<file path="config.mk">
export PLATFORM = sky130hd
export DESIGN_NAME = bcd_calendar_rtc_backup
export DESIGN_NICKNAME = d
export VERILOG_FILES = /design/src/hdl/rtc_pkg.sv /design/src/hdl/bcd_calendar_rtc_backup.sv
export SDC_FILE = /design/constraint.sdc
export NUM_CORES = 2
export LEC_CHECK = 0
export BUFFER_PORTS_ARGS = -buffer_cell sky130_fd_sc_hd__buf_2
export CAP_MARGIN = 20
export CORE_MARGIN = 2
export CORE_UTILIZATION = 66
export DETAILED_ROUTE_END_ITERATION = 10
export PLACE_DENSITY = 0.95
export SYNTH_ARGS = -nofsm -noshare
export SYNTH_HDL_FRONTEND = slang
export SYNTH_SLANG_ARGS = --single-unit
</file>
<file path="constraint.sdc">
create_clock -name clk_sys -period 8.3 [get_ports clk_sys]
set_input_delay 0.83 -clock clk_sys [delete_from_list [all_inputs] [get_ports clk_sys]]
set_output_delay 0.83 -clock clk_sys [all_outputs]
set_load 0.05 [all_outputs]
</file>
<file path="src/hdl/rtc_pkg.sv">
// Constants, field layouts and calendar helper functions for the BCD calendar clock.
package rtc_pkg;

  // ---------------------------------------------------------------------------
  // Widths and counts
  // ---------------------------------------------------------------------------
  localparam int FAST_DIV = 32;
  localparam int FAST_DIV_W = 5;
  localparam int PREDIV_A_W = 7;
  localparam int PREDIV_S_W = 15;
  localparam int SHIFT_W = 15;
  localparam int WAKE_W = 17;
  localparam int WAKE_RELOAD_W = 16;
  localparam int WAKE_SEL_W = 3;
  localparam int WAKE_DIV_W = 4;
  localparam int BKP_DEPTH = 32;
  localparam int BKP_AW = 5;
  localparam int BKP_DW = 32;
  // One inserted or masked pulse per 2^20 kernel pulses gives a 0.95 ppm step.
  localparam int CAL_W         = 20;
  localparam int CAL_SUB_W     = 11;
  localparam int CALM_W        = 9;
  localparam int REF_CNT_W     = 6;
  localparam logic [REF_CNT_W-1:0] REF_LAST_50 = 6'h31;
  localparam logic [REF_CNT_W-1:0] REF_LAST_60 = 6'h3b;
  localparam int FILT_W        = 2;
  localparam int TFCNT_W       = 4;
  localparam int NUM_TAMP      = 3;

  // ---------------------------------------------------------------------------
  // Calendar field layout
  // ---------------------------------------------------------------------------
  localparam int T_SEC_LSB = 0;
  localparam int T_MIN_LSB = 7;
  localparam int T_HR_LSB  = 14;
  localparam int T_PM_BIT  = 20;
  localparam int TIME_W    = 21;
  localparam int SEC_W     = 7;
  localparam int HR_W      = 6;
  localparam int D_DAY_LSB = 0;
  localparam int D_WD_LSB  = 6;
  localparam int D_MON_LSB = 9;
  localparam int D_YR_LSB  = 14;
  localparam int DATE_W    = 22;
  localparam int DAY_W     = 6;
  localparam int WD_W      = 3;
  localparam int MON_W     = 5;
  localparam int YR_W      = 8;
  localparam logic [TIME_W-1:0] TIME_RST = 21'h000000;
  localparam logic [DATE_W-1:0] DATE_RST = 22'h000241;

  localparam logic [7:0] BCD_01 = 8'h01;
  localparam logic [7:0] BCD_11 = 8'h11;
  localparam logic [7:0] BCD_12 = 8'h12;
  localparam logic [7:0] BCD_23 = 8'h23;
  localparam logic [7:0] BCD_59 = 8'h59;
  localparam logic [7:0] BCD_99 = 8'h99;
  localparam logic [WD_W-1:0] WD_FIRST = 3'h1;
  localparam logic [WD_W-1:0] WD_LAST  = 3'h7;

  // ---------------------------------------------------------------------------
  // Codes and flag positions
  // ---------------------------------------------------------------------------
  localparam logic [1:0] CKSEL_NONE = 2'h0;
  localparam logic [1:0] CKSEL_LSC  = 2'h1;
  localparam logic [1:0] CKSEL_RC   = 2'h2;
  localparam logic [1:0] CKSEL_FAST = 2'h3;
  localparam int FLG_ALRA = 0;
  localparam int FLG_ALRB = 1;
  localparam int FLG_WAKE = 2;
  localparam int FLG_TS   = 3;
  localparam int FLG_TAMP = 4;
  localparam int NUM_FLAGS = 7;
  localparam int PIN_LSC  = 0;
  localparam int PIN_RC   = 1;
  localparam int PIN_FAST = 2;
  localparam int PIN_REF  = 3;
  localparam int PIN_TS   = 4;
  localparam int PIN_VBAT = 5;
  localparam int PIN_TAMP = 6;
  localparam int PIN_W    = 9;

  function automatic logic [7:0] bcd_inc(input logic [7:0] v);
    return (v[3:0] == 4'h9) ? {v[7:4] + 4'h1, 4'h0} : {v[7:4], v[3:0] + 4'h1};
  endfunction

  function automatic logic [7:0] days_in_month(input logic [7:0] mon, input logic [7:0] yr);
    logic leap;
    leap = (!yr[4] && (yr[3:0] == 4'h0 || yr[3:0] == 4'h4 || yr[3:0] == 4'h8)) ||
           (yr[4] && (yr[3:0] == 4'h2 || yr[3:0] == 4'h6));
    case (mon)
      8'h02:                      return leap ? 8'h29 : 8'h28;
      8'h04, 8'h06, 8'h09, 8'h11: return 8'h30;
      default:                    return 8'h31;
    endcase
  endfunction

endpackage

</file>
<file path="src/hdl/bcd_calendar_rtc_backup.sv">
// BCD calendar clock with alarms, tamper, timestamp, wakeup timer and backup store.
// Function
// RQ1 - BCD calendar, subseconds, 12 or 24 hours
// RQ2 - Month lengths 28, 29 leap, 30, 31
// RQ3 - Shift time base by 1 to 32767 pulses
// RQ4 - Align seconds to 50 or 60 Hz reference
// RQ5 - Digital calibration in 0.95 ppm steps
// RQ6 - Three filtered tamper inputs raise flags
// RQ7 - Timestamp on pin, tamper or battery switch
// RQ8 - 17-bit auto-reload periodic wakeup counter
// RQ9 - 128 bytes backup store, 32-bit words
// RQ10 - Only backup-domain reset clears backup store
// RQ11 - Kernel clock: crystal, RC, or fast/32
// RQ12 - Every event raises interrupt and wakeup request
// RQ13 - Prescaler chain makes 1 Hz and subseconds
`timescale 1ns/1ps
module bcd_calendar_rtc_backup (
  input  wire  logic                              clk_sys,
  input  wire  logic                              reset_n,
  input  wire  logic                              clk_en,
  input  wire  logic [1:0]                        clk_sel,
  input  wire  logic                              low_speed_crystal_clock,
  input  wire  logic                              low_speed_internal_rc_clock,
  input  wire  logic                              high_speed_external_clock,
  input  wire  logic [rtc_pkg::PREDIV_A_W-1:0]    prediv_a,
  input  wire  logic [rtc_pkg::PREDIV_S_W-1:0]    prediv_s,
  input  wire  logic                              hour_12_mode,
  input  wire  logic                              time_load,
  input  wire  logic [rtc_pkg::TIME_W-1:0]        time_load_value,
  input  wire  logic [rtc_pkg::DATE_W-1:0]        date_load_value,
  input  wire  logic                              shift_req,
  input  wire  logic                              shift_add_second,
  input  wire  logic [rtc_pkg::SHIFT_W-1:0]       shift_count,
  input  wire  logic                              ref_detect_en,
  input  wire  logic                              ref_60hz,
  input  wire  logic                              ref_clock_pin,
  input  wire  logic                              cal_plus,
  input  wire  logic [rtc_pkg::CALM_W-1:0]        cal_minus,
  input  wire  logic                              alarm_a_en,
  input  wire  logic [rtc_pkg::TIME_W-1:0]        alarm_a_value,
  input  wire  logic                              alarm_b_en,
  input  wire  logic [rtc_pkg::TIME_W-1:0]        alarm_b_value,
  input  wire  logic [rtc_pkg::NUM_TAMP-1:0]      tamper_pin,
  input  wire  logic [rtc_pkg::NUM_TAMP-1:0]      tamper_en,
  input  wire  logic [rtc_pkg::FILT_W-1:0]        tamper_filter,
  input  wire  logic                              timestamp_pin,
  input  wire  logic                              timestamp_en,
  input  wire  logic                              vbat_switch_pin,
  input  wire  logic                              wakeup_en,
  input  wire  logic [rtc_pkg::WAKE_SEL_W-1:0]    wakeup_clk_sel,
  input  wire  logic [rtc_pkg::WAKE_RELOAD_W-1:0] wakeup_reload,
  input  wire  logic [rtc_pkg::NUM_FLAGS-1:0]     flag_clear,
  input  wire  logic [rtc_pkg::NUM_FLAGS-1:0]     irq_en,
  input  wire  logic                              backup_we,
  input  wire  logic [rtc_pkg::BKP_AW-1:0]        backup_addr,
  input  wire  logic [rtc_pkg::BKP_DW-1:0]        backup_wdata,
  output logic       [rtc_pkg::BKP_DW-1:0]        backup_rdata,
  output logic       [rtc_pkg::TIME_W-1:0]        time_bcd,
  output logic       [rtc_pkg::DATE_W-1:0]        date_bcd,
  output logic       [rtc_pkg::PREDIV_S_W-1:0]    subsecond,
  output logic       [rtc_pkg::TIME_W-1:0]        ts_time_bcd,
  output logic       [rtc_pkg::DATE_W-1:0]        ts_date_bcd,
  output logic       [rtc_pkg::PREDIV_S_W-1:0]    ts_subsecond,
  output logic       [rtc_pkg::NUM_FLAGS-1:0]     flags,
  output logic                                    shift_busy,
  output logic                                    irq,
  output logic                                    wakeup_req
);
  import rtc_pkg::*;

  // ---------------------------------------------------------------------------
  // Pin synchronisers
  // ---------------------------------------------------------------------------
  // Pins are sampled on clk_sys, so the fast source must stay under a quarter of it.
  logic [PIN_W-1:0] pins, sync1_q, sync2_q, sync3_q, rise;

  assign pins = {tamper_pin, vbat_switch_pin, timestamp_pin, ref_clock_pin, high_speed_external_clock,
                 low_speed_internal_rc_clock, low_speed_crystal_clock};
  assign rise = sync2_q & ~sync3_q;

  always_ff @(posedge clk_sys or negedge reset_n) begin
    if (!reset_n) begin
      sync1_q <= '0;
      sync2_q <= '0;
      sync3_q <= '0;
    end else if (clk_en) begin
      sync1_q <= pins;
      sync2_q <= sync1_q;
      sync3_q <= sync2_q;
    end
  end

  // ---------------------------------------------------------------------------
  // Kernel clock selection and calibration
  // ---------------------------------------------------------------------------
  logic [FAST_DIV_W-1:0] fast_div_q;
  logic [CAL_W-1:0]      cal_cnt_q;
  logic                  ins_pend_q;
  logic [SHIFT_W-1:0]    shift_pend_q;
  logic                  raw_pulse, cal_window, cal_mask, kpulse, kpulse_cal;

  always_comb begin
    unique case (clk_sel) // RQ11
      CKSEL_LSC:  raw_pulse = rise[PIN_LSC];
      CKSEL_RC:   raw_pulse = rise[PIN_RC];
      CKSEL_FAST: raw_pulse = rise[PIN_FAST] && fast_div_q == FAST_DIV_W'(FAST_DIV - 1);
      default:    raw_pulse = 1'b0;
    endcase
  end

  always_ff @(posedge clk_sys or negedge reset_n) begin
    if (!reset_n) begin
      fast_div_q <= '0;
    end else if (clk_en && rise[PIN_FAST]) begin
      fast_div_q <= fast_div_q + FAST_DIV_W'(1); // RQ11
    end
  end

  // Masked and inserted pulses are spread one per 2048-pulse window.
  assign cal_window = cal_cnt_q[CAL_SUB_W-1:0] == '0;
  assign cal_mask   = cal_window && (cal_cnt_q[CAL_W-1:CAL_SUB_W] < cal_minus); // RQ5
  assign kpulse_cal = (raw_pulse && !cal_mask) || ins_pend_q;
  assign kpulse     = kpulse_cal && shift_pend_q == '0; // RQ3
  assign shift_busy = shift_pend_q != '0;

  always_ff @(posedge clk_sys or negedge reset_n) begin
    if (!reset_n) begin
      cal_cnt_q  <= '0;
      ins_pend_q <= 1'b0;
    end else if (clk_en) begin
      if (raw_pulse)
        cal_cnt_q <= cal_cnt_q + CAL_W'(1);
      ins_pend_q <= raw_pulse && cal_window && cal_plus; // RQ5
    end
  end

  always_ff @(posedge clk_sys or negedge reset_n) begin
    if (!reset_n) begin
      shift_pend_q <= '0;
    end else if (clk_en) begin
      if (shift_req && !shift_busy)
        shift_pend_q <= shift_count; // RQ3
      else if (shift_busy && kpulse_cal)
        shift_pend_q <= shift_pend_q - SHIFT_W'(1); // RQ3
    end
  end

  // ---------------------------------------------------------------------------
  // Prescaler chain and reference alignment
  // ---------------------------------------------------------------------------
  logic [PREDIV_A_W-1:0] apre_q;
  logic [PREDIV_S_W-1:0] ss_q;
  logic [REF_CNT_W-1:0]  ref_cnt_q;
  logic                  spre_tick, nat_sec, ref_sec, sec_tick;

  assign spre_tick = kpulse && apre_q == '0;
  assign nat_sec   = spre_tick && ss_q == '0;
  assign ref_sec   = rise[PIN_REF] && ref_cnt_q == (ref_60hz ? REF_LAST_60 : REF_LAST_50);
  assign sec_tick  = (ref_detect_en ? ref_sec : nat_sec) ||
                     (shift_req && shift_add_second && !shift_busy); // RQ3
  assign subsecond = ss_q;

  always_ff @(posedge clk_sys or negedge reset_n) begin
    if (!reset_n) begin
      ref_cnt_q <= '0;
    end else if (clk_en && rise[PIN_REF]) begin
      ref_cnt_q <= ref_sec ? '0 : ref_cnt_q + REF_CNT_W'(1); // RQ4
    end
  end

  always_ff @(posedge clk_sys or negedge reset_n) begin
    if (!reset_n) begin
      apre_q <= '0;
      ss_q   <= '0;
    end else if (clk_en) begin
      // The reference second restarts both stages so the subseconds stay in phase.
      if (time_load || (ref_detect_en && ref_sec)) begin // RQ4
        apre_q <= prediv_a;
        ss_q   <= prediv_s;
      end else if (kpulse) begin
        apre_q <= (apre_q == '0) ? prediv_a : apre_q - PREDIV_A_W'(1); // RQ13
        if (spre_tick)
          ss_q <= (ss_q == '0) ? prediv_s : ss_q - PREDIV_S_W'(1); // RQ13
      end
    end
  end

  // ---------------------------------------------------------------------------
  // Calendar
  // ---------------------------------------------------------------------------
  logic [TIME_W-1:0] time_q;
  logic [DATE_W-1:0] date_q;
  logic [7:0]        sec_v, min_v, hr_v, day_v, mon_v, yr_v;
  logic              pm_v;

  assign sec_v    = {1'b0, time_q[T_SEC_LSB +: SEC_W]};
  assign min_v    = {1'b0, time_q[T_MIN_LSB +: SEC_W]};
  assign hr_v     = {2'b00, time_q[T_HR_LSB +: HR_W]};
  assign pm_v     = time_q[T_PM_BIT];
  assign day_v    = {2'b00, date_q[D_DAY_LSB +: DAY_W]};
  assign mon_v    = {3'b000, date_q[D_MON_LSB +: MON_W]};
  assign yr_v     = date_q[D_YR_LSB +: YR_W];
  assign time_bcd = time_q;
  assign date_bcd = date_q;

  always_ff @(posedge clk_sys or negedge reset_n) begin
    if (!reset_n) begin
      time_q <= TIME_RST;
      date_q <= DATE_RST;
    end else if (clk_en) begin
      if (time_load) begin
        time_q <= time_load_value;
        date_q <= date_load_value;
      end else if (sec_tick) begin
        time_q[T_SEC_LSB +: SEC_W] <= (sec_v == BCD_59) ? '0 : SEC_W'(bcd_inc(sec_v));     // RQ1
        if (sec_v == BCD_59) begin
          time_q[T_MIN_LSB +: SEC_W] <= (min_v == BCD_59) ? '0 : SEC_W'(bcd_inc(min_v));   // RQ1
          if (min_v == BCD_59) begin
            if (hour_12_mode) begin // RQ1
              if (hr_v == BCD_11) begin
                time_q[T_HR_LSB +: HR_W] <= HR_W'(BCD_12);
                time_q[T_PM_BIT]         <= !pm_v;
              end else begin
                time_q[T_HR_LSB +: HR_W] <= (hr_v == BCD_12) ? HR_W'(BCD_01) : HR_W'(bcd_inc(hr_v));
              end
            end else begin
              time_q[T_HR_LSB +: HR_W] <= (hr_v == BCD_23) ? '0 : HR_W'(bcd_inc(hr_v));
            end
            // Midnight is 23 to 00 in 24-hour form and PM 11 to AM 12 in 12-hour form.
            if (hour_12_mode ? (hr_v == BCD_11 && pm_v) : (hr_v == BCD_23)) begin
              date_q[D_WD_LSB +: WD_W] <= (date_q[D_WD_LSB +: WD_W] == WD_LAST) ? WD_FIRST :
                                          date_q[D_WD_LSB +: WD_W] + WD_W'(1);
              if (day_v == days_in_month(mon_v, yr_v)) begin // RQ2
                date_q[D_DAY_LSB +: DAY_W] <= DAY_W'(BCD_01);
                date_q[D_MON_LSB +: MON_W] <= (mon_v == BCD_12) ? MON_W'(BCD_01) : MON_W'(bcd_inc(mon_v));
                if (mon_v == BCD_12)
                  date_q[D_YR_LSB +: YR_W] <= (yr_v == BCD_99) ? '0 : bcd_inc(yr_v);
              end else begin
                date_q[D_DAY_LSB +: DAY_W] <= DAY_W'(bcd_inc(day_v));
              end
            end
          end
        end
      end
    end
  end

  // ---------------------------------------------------------------------------
  // Tamper filters, timestamp and wakeup timer
  // ---------------------------------------------------------------------------
  logic [TFCNT_W-1:0]  tf_cnt_q [NUM_TAMP];
  logic [NUM_TAMP-1:0] tamp_evt;
  logic [TFCNT_W-1:0]  tf_need;
  logic                ts_evt;

  assign tf_need = TFCNT_W'(1) << tamper_filter;

  always_comb begin
    for (int i = 0; i < NUM_TAMP; i++) begin
      // Filter zero reacts to an edge; otherwise the level must hold for 2^n samples.
      tamp_evt[i] = tamper_en[i] && ((tamper_filter == '0) ? rise[PIN_TAMP + i] :       // RQ6
                    (spre_tick && sync2_q[PIN_TAMP + i] && tf_cnt_q[i] == tf_need - TFCNT_W'(1)));
    end
  end

  always_ff @(posedge clk_sys or negedge reset_n) begin
    if (!reset_n) begin
      for (int i = 0; i < NUM_TAMP; i++)
        tf_cnt_q[i] <= '0;
    end else if (clk_en && spre_tick) begin
      for (int i = 0; i < NUM_TAMP; i++) begin
        if (!sync2_q[PIN_TAMP + i])
          tf_cnt_q[i] <= '0; // RQ6
        else if (tf_cnt_q[i] < tf_need)
          tf_cnt_q[i] <= tf_cnt_q[i] + TFCNT_W'(1);
      end
    end
  end

  assign ts_evt = (timestamp_en && rise[PIN_TS]) || (|tamp_evt) || rise[PIN_VBAT];     // RQ7

  always_ff @(posedge clk_sys or negedge reset_n) begin
    if (!reset_n) begin
      ts_time_bcd  <= TIME_RST;
      ts_date_bcd  <= DATE_RST;
      ts_subsecond <= '0;
    end else if (clk_en && ts_evt) begin
      ts_time_bcd  <= time_q; // RQ7
      ts_date_bcd  <= date_q;
      ts_subsecond <= ss_q;
    end
  end

  logic [WAKE_W-1:0]     wake_q;
  logic [WAKE_DIV_W-1:0] wake_div_q;
  logic                  wake_run_q, wake_tick, wake_evt;
  logic [WAKE_W-1:0]     wake_load;

  // Codes 0-3 divide kernel pulses by 16, 8, 4, 2; codes 4-7 count seconds,
  // and 6-7 add 2^16 to the period for the full 17-bit range.
  assign wake_tick = wakeup_clk_sel[2] ? sec_tick :
                     kpulse && (wake_div_q & (WAKE_DIV_W'(4'h8) >> wakeup_clk_sel[1:0])) != '0 &&
                     (wake_div_q & ((WAKE_DIV_W'(4'h8) >> wakeup_clk_sel[1:0]) - WAKE_DIV_W'(1))) == '0;
  assign wake_load = {wakeup_clk_sel[2] & wakeup_clk_sel[1], wakeup_reload};
  assign wake_evt  = wake_run_q && wake_tick && wake_q == '0;

  always_ff @(posedge clk_sys or negedge reset_n) begin
    if (!reset_n) begin
      wake_q     <= '0;
      wake_div_q <= '0;
      wake_run_q <= 1'b0;
    end else if (clk_en) begin
      wake_run_q <= wakeup_en;
      if (kpulse)
        wake_div_q <= wake_div_q + WAKE_DIV_W'(1);
      if (!wake_run_q)
        wake_q <= wake_load; // RQ8
      else if (wake_tick)
        wake_q <= (wake_q == '0) ? wake_load : wake_q - WAKE_W'(1); // RQ8
    end
  end

  // ---------------------------------------------------------------------------
  // Alarms, event flags and requests
  // ---------------------------------------------------------------------------
  logic                 tick_d1_q;
  logic [NUM_FLAGS-1:0] events;
  logic [NUM_FLAGS-1:0] flags_q;

  always_comb begin
    events                       = '0;
    events[FLG_ALRA]             = tick_d1_q && alarm_a_en && time_q == alarm_a_value;
    events[FLG_ALRB]             = tick_d1_q && alarm_b_en && time_q == alarm_b_value;
    events[FLG_WAKE]             = wake_evt;
    events[FLG_TS]               = ts_evt;
    events[FLG_TAMP +: NUM_TAMP] = tamp_evt;
  end

  assign flags = flags_q;

  always_ff @(posedge clk_sys or negedge reset_n) begin
    if (!reset_n) begin
      tick_d1_q  <= 1'b0;
      flags_q    <= '0;
      irq        <= 1'b0;
      wakeup_req <= 1'b0;
    end else if (clk_en) begin
      tick_d1_q  <= sec_tick || time_load;
      // A new event wins over a clear in the same cycle.
      flags_q    <= (flags_q & ~flag_clear) | events; // RQ12
      irq        <= |(((flags_q & ~flag_clear) | events) & irq_en); // RQ12
      wakeup_req <= |(events & irq_en); // RQ12
    end
  end

  // ---------------------------------------------------------------------------
  // Backup store
  // ---------------------------------------------------------------------------
  // reset_n is the backup-domain reset; system resets never reach this block.
  logic [BKP_DW-1:0] bkp_mem [BKP_DEPTH];

  always_ff @(posedge clk_sys or negedge reset_n) begin
    if (!reset_n) begin
      for (int i = 0; i < BKP_DEPTH; i++)
        bkp_mem[i] <= '0; // RQ10
    end else if (clk_en && backup_we) begin
      bkp_mem[backup_addr] <= backup_wdata; // RQ9
    end
  end

  always_ff @(posedge clk_sys or negedge reset_n) begin
    if (!reset_n)
      backup_rdata <= '0;
    else if (clk_en)
      backup_rdata <= bkp_mem[backup_addr]; // RQ9
  end

endmodule // bcd_calendar_rtc_backup

</file>
Word level (Yosys, flattened, before mapping)
Index checks and enable logic that the tools add are counted.
{ "totals": {"input_bits": 232, "ff_bits": 1297} }
{ "classes": {"bitwise_logic": 11, "reduce_logical": 106, "eq_ne": 38, "n_mux": 70, "add_sub_neg": 26, "n_shift": 2, "magnitude_cmp": 6} }
{ "op_table": {"columns": ["operator", "n"], "rows": [
  ["bitwise mux 1024 bit", 1],
  ["binary-select mux 32 bit (select 5 bit)", 1],
  ["demux 32 bit (select 5 bit)", 1],
  ["2-to-1 mux 22 bit", 5],
  ["2-to-1 mux 32 bit", 3],
  ["2-to-1 mux 15 bit", 6],
  ["2-to-1 mux 8 bit", 9],
  ["2-to-1 mux 7 bit", 8],
  ["2-to-1 mux 17 bit", 3],
  ["2-to-1 mux 6 bit", 8],
  ["adder 4 x 1 -> 4 bit, second input constant", 11],
  ["equality test 21 bit", 2],
  ["2-to-1 mux 21 bit", 2],
  ["logical AND 1 bit", 41],
  ["logical NOT 15 bit", 2],
  ["subtractor 15 x 1 -> 15 bit, second input constant", 2],
  ["equality test 4 bit, second input constant", 7],
  ["2-to-1 mux 4 bit", 7],
  ["nonzero test 2 bit", 11],
  ["bitwise AND 7 bit", 3],
  ["adder 20 x 1 -> 20 bit, second input constant", 1],
  ["AND reduction 2 bit", 9],
  ["AND reduction 6 bit", 3],
  ["logical NOT 17 bit", 1],
  ["62 further kinds", 112]
]} }

Depth between registers and ports, before layout
{ "depth": {"word_depth": 21, "depth_mapped": 12} }

Worst setup path after synthesis
OpenSTA, ideal clock, no wires.
{ "synth_path": {"path_type": "input -> register", "from": "input tamper_filter[1] (netlist name)", "to": "register ts_time_bcd[11] (netlist name)", "setup_ps": 125, "path_stages": 12, "setup_slack_ps": 4755, "arrival_time_ps": 3420, "cell_sequence": "clkbuf_1 or2_2 clkbuf_1 inv_1 ha_1 a2111oi_0 nor3_1 o21ai_2 nand2_1 buf_4 buf_6 mux2_4"} }
{ "synth_between": {"elab_chain_cells": 10, "word_cells_on_any_way": 19, "classes_between": "add/sub: 1; eq/ne: 3; shift: 1; mux: 3; reduce/logical: 11"} }
{ "synth_rtl": {"columns": ["element", "line_no", "source"], "rows": [
  ["start: declaration", "bcd_calendar_rtc_backup.sv:45", "input wire logic [rtc_pkg::FILT_W-1:0] tamper_filter,"],
  ["left shift 1 x 2 -> 4 bit", "bcd_calendar_rtc_backup.sv:256", "assign tf_need = TFCNT_W'(1) << tamper_filter;"],
  ["subtractor 4 x 1 -> 4 bit", "bcd_calendar_rtc_backup.sv:262", "(spre_tick && sync2_q[PIN_TAMP + i] && tf_cnt_q[i] == tf_need - TFCNT_W'(1)));"],
  ["equality test 4 bit", "bcd_calendar_rtc_backup.sv:262", null],
  ["logical AND 1 bit", "bcd_calendar_rtc_backup.sv:262", null],
  ["2-to-1 mux 1 bit", "bcd_calendar_rtc_backup.sv:261", "tamp_evt[i] = tamper_en[i] && ((tamper_filter == '0) ? rise[PIN_TAMP + i] :"],
  ["logical AND 1 bit", "bcd_calendar_rtc_backup.sv:261", null],
  ["OR reduction 3 bit *", "bcd_calendar_rtc_backup.sv:280", "assign ts_evt = (timestamp_en && rise[PIN_TS]) || (|tamp_evt) || rise[PIN_VBAT];"],
  ["logical OR 1 bit * (2 in series)", "bcd_calendar_rtc_backup.sv:280", null],
  ["logical AND 1 bit *", "bcd_calendar_rtc_backup.sv:287", "end else if (clk_en && ts_evt) begin"],
  ["end signal: assignment", "bcd_calendar_rtc_backup.sv:288", "ts_time_bcd <= time_q;"],
  ["end: declaration", "bcd_calendar_rtc_backup.sv:61", "output logic [rtc_pkg::TIME_W-1:0] ts_time_bcd,"]
]} }
Every way passes the cells marked *; elsewhere a longest branch is shown, timed or not.
A chain may end at the register's enable or synchronous reset.

Worst setup path in the final report
{ "layout_path": {"from": "register shift_pend_q[0]", "to": "register wake_q[10]"} }
{ "layout_between": {"elab_chain_cells": 9, "word_cells_on_any_way": 14, "classes_between": "eq/ne: 1; mux: 2; reduce/logical: 11"} }
{ "layout_rtl": {"columns": ["element", "line_no", "source"], "rows": [
  ["start: declaration", "bcd_calendar_rtc_backup.sv:99", "logic [SHIFT_W-1:0] shift_pend_q;"],
  ["start signal: assignment", "bcd_calendar_rtc_backup.sv:142", "shift_pend_q <= shift_count;"],
  ["start signal: assignment", "bcd_calendar_rtc_backup.sv:144", "shift_pend_q <= shift_pend_q - SHIFT_W'(1);"],
  ["logical NOT 15 bit", "bcd_calendar_rtc_backup.sv:123", "assign kpulse = kpulse_cal && shift_pend_q == '0;"],
  ["logical AND 1 bit", "bcd_calendar_rtc_backup.sv:123", null],
  ["logical AND 1 bit", "bcd_calendar_rtc_backup.sv:156", "assign spre_tick = kpulse && apre_q == '0;"],
  ["logical AND 1 bit", "bcd_calendar_rtc_backup.sv:157", "assign nat_sec = spre_tick && ss_q == '0;"],
  ["2-to-1 mux 1 bit", "bcd_calendar_rtc_backup.sv:159", "assign sec_tick = (ref_detect_en ? ref_sec : nat_sec) ||"],
  ["logical OR 1 bit", "bcd_calendar_rtc_backup.sv:159", null],
  ["2-to-1 mux 1 bit *", "bcd_calendar_rtc_backup.sv:301", "assign wake_tick = wakeup_clk_sel[2] ? sec_tick :"],
  ["inequality test 2 x 1 -> 1 bit (no source line) *", null, null],
  ["AND reduction 2 bit (no source line) *", null, null],
  ["end signal: assignment", "bcd_calendar_rtc_backup.sv:317", "wake_q <= wake_load;"],
  ["end signal: assignment", "bcd_calendar_rtc_backup.sv:319", "wake_q <= (wake_q == '0) ? wake_load : wake_q - WAKE_W'(1);"],
  ["end: declaration", "bcd_calendar_rtc_backup.sv:294", "logic [WAKE_W-1:0] wake_q;"]
]} }
Marks and branches as above.

==> flow_summary_export.csv <==
group,metric,value,unit
status,status,"finished, final reports clean",
clocking,root_buffer,"clkbuf_16",
global_route,met3_usage,13.1,%
worst_setup_path,critical_path_class,"reg -> reg",
logic_synthesis,avgSynthCellArea,13.8,um2
timing,finalSetupViolCount,0,
drt,drt_wl_total,192000,um
timing,worst_slack,4150,ps
clocking,insertion_delay,770,ps
global_route,grt_pass1_vias,45000,
logic_synthesis,synth_top_cell_area_share,52.8,%
clocking,htreeDepth,4,
floorplanning,rows,111,
timing,tightest_slew,1190,ps
placement,gp_congestion,0.928,
drt,drt_iter0_drc,5918,
power,peakVddDrop,0.257,mV
global_route,grt.overflow.total,0,
worst_setup_path,crit_path_max_fanout,14,
logic_synthesis,ys_async_sr_fraction,100,%
placement,port_buffers,389,
global_route,grtUsageMet2,62.1,%
placement,place_area,0.0641,mm2
floorplanning,ios,390,
timing,hold_violations,0,
floorplanning,die_area,0.0952,mm2
floorplanning,core_area,0.0918,mm2
clocking,ctsResizeCount,0,
flow_run,drv_cap,0,
clocking,ctsHoldBuffers,0,
drt,first_pass_iters,8,
logic_synthesis,synthTopCellsByArea,"dfrtp_1, mux2_2, mux4_2",
global_route,grt_max_degree,189,
finish,syn_to_final_growth,12.4,%
worst_setup_path,worstPathArrival,4780,ps
floorplanning,die_height,309,um
power,power_density,265,mW/mm2
logic_synthesis,synth.most_common_cell,"dfrtp_1",
global_route,busiest_layer,"met2",
logic_synthesis,netlist_area,0.0612,mm2
global_route,grt_use_total,40.0,%
timing,period_share,50.0,%
logic_synthesis,synth_edf_count,0,
drt,route.vias.total,42800,
worst_hold_path,hp-class,"in -> async",
floorplanning,die_width,309,um
drt,routedWlPerCell,32.0,um
global_route,grt_first_pass_wirelength,281000,um
clocking,cts_setup_buffers,0,
timing,whs,95.6,ps
clocking,clk_transition_reported_paths,60,ps
global_route,antenna_found_initial,24,
timing,fin_crit,4150,ps
drt,antenna_left,0,
timing,clock_skew,40.1,ps
drt,drc,0,
drt,via_per_inst,7.10,
global_route,grt_use_met1,46.1,%
placement,dp.cells,5757,
logic_synthesis,synthCells,4424,
finish,drive_gt1_share,45.6,%
power,p_leak,32.0,nW
timing,rsz0062_at_grt,"false",
clocking,cts_tree,"done",
timing,final-max-slew-violation-count,0,
worst_setup_path,worstPathRequired,8930,ps
logic_synthesis,synth_fp_nets,4703,
timing,fmax,0.241,GHz
timing,slew-limit-headroom,20.8,%
floorplanning,initial_utilization,66.7,%
clocking,clock_sinks,1297,
logic_synthesis,synth_commonest_cells,"dfrtp_1, mux2_2, mux4_2",
timing,fin_setup_tns,0,ps
logic_synthesis,synth_top_cell_by_area,"dfrtp_1",
clocking,cts_max_path_buffers,3,
finish,post-route-cell-area,0.0688,mm2
logic_synthesis,synth_seq_area_share,53.0,%
worst_setup_path,cp-end-kind,"flip-flop",
placement,dp_slack,3900,ps
worst_setup_path,start_kind,"flip-flop",
logic_synthesis,synth_cell_type_count,87,
logic_synthesis,yosys_warnings,0,
clocking,numCtsBuffers,133,
placement,hpwlAfterDp,108000,um
logic_synthesis,yosys_most_used_dff,"dfrtp_1",
finish,final_cells,6022,
finish,nNetsFinal,4936,
logic_synthesis,synth-seq-cells,1297,
[routing by layer]
layer,vias up,share of wire [%]
met3,1158,12
met1,21500,32
met4,16,8.8
li1,16800,-
met2,3343,47
met5,-,0.058
[per-stage QoR]
step / util, % / power (W)
2_1_floorplan: - / 0.0106
3_3_place_gp: 69.8 / 0.0115
3_5_place_dp: 69.9 / 0.0118
4_1_cts: 74.8 / 0.0180
5_1_grt: 74.9 / 0.0187
6_report: 75.0 / 0.0182
[area by class of cell]
cell class	instances	area, um2
well taps	1243	1560
flip-flops and latches	1297	32500
multi-input cells	2684	27200
clock buffers	191	3880
diodes	15	37.5
fillers	4913	23000
clock inverters	51	631
inverters	76	285
repair buffers	465	2750
[state kept, by name (all words and copies together) (netlist names), 9 cells and up]
signal        count
sync3_q           9
tf_cnt_q         12
ts_date_bcd      22
cal_cnt_q        20
date_bcd         22
subsecond        15
wake_q           17
sync1_q           9
sync2_q           9
ts_time_bcd      21
bkp_mem        1024
backup_rdata     32
time_bcd         21
ts_subsecond     15
shift_pend_q     15
[cell usage in the layout (no fill, tap or decap), drive strengths merged, types with 18 or more instances in the layout]
cell,netlist,layout
clkbuf,231,193
a21oi,105,105
a31oi,18,18
dfrtp,1291,1291
nand4,30,30
buf,136,463
xnor2,64,64
nor2,198,198
nand3,56,56
nor2b,24,24
a22oi,44,44
mux2,1154,1154
mux4,276,276
o22ai,29,29
clkinv,1,27
inv,75,84
nand2,141,141
nor3,57,57
o21ai,110,110
ha,47,47
mux2i,41,41
nor4,23,23
[cell families after synthesis]
logic type      Yosys count  share of synthesized area, %
mux                    1471                          32.1
flops                  1297                          53.0
simple gates            646                          5.23
buf+inv                 443                          2.82
compound gates          442                          4.73
xor+xnor                 78                          1.12
fa+ha+maj                47                         0.961
[worst max-delay path: stages, from the launching register on]
cell,delay (ps)
dfrtp_1,390
inv_1,120
ha_1,240
nor3b_1,370
nand4_1,400
or2_0,540
a2111oi_2,720
nand2b_1,560
o21ai_1,390
o21a_1,300
[final timing paths]
path | startpoint | to | slack (ps) | cells past startpoint
worst max-delay path | shift_pend_q[0] | wake_q[10] | 4150 | 9
worst min register to register | sync1_q[5] | sync2_q[5] | 490 | 2
worst min-delay path | reset_n | ts_date_bcd[3] | 100 | 1
min in group clk_sys | timestamp_pin | sync1_q[4] | 310 | 2
max in group asynchronous | reset_n | bkp_mem[705] | 5970 | 3
worst max register to register | shift_pend_q[0] | wake_q[10] | 4150 | 9
[where the power goes]
group / total [W] / leakage [nW] / switching, W / internal, W
clock network: 0.00624 / 2.20 / 0.00270 / 0.00354
registers: 0.00824 / 16.9 / 0.000914 / 0.00732
logic: 0.00374 / 12.8 / 0.00219 / 0.00154
total: 0.0182 / 32.0 / 0.00581 / 0.0124
(Power assumes the default switching activity.)
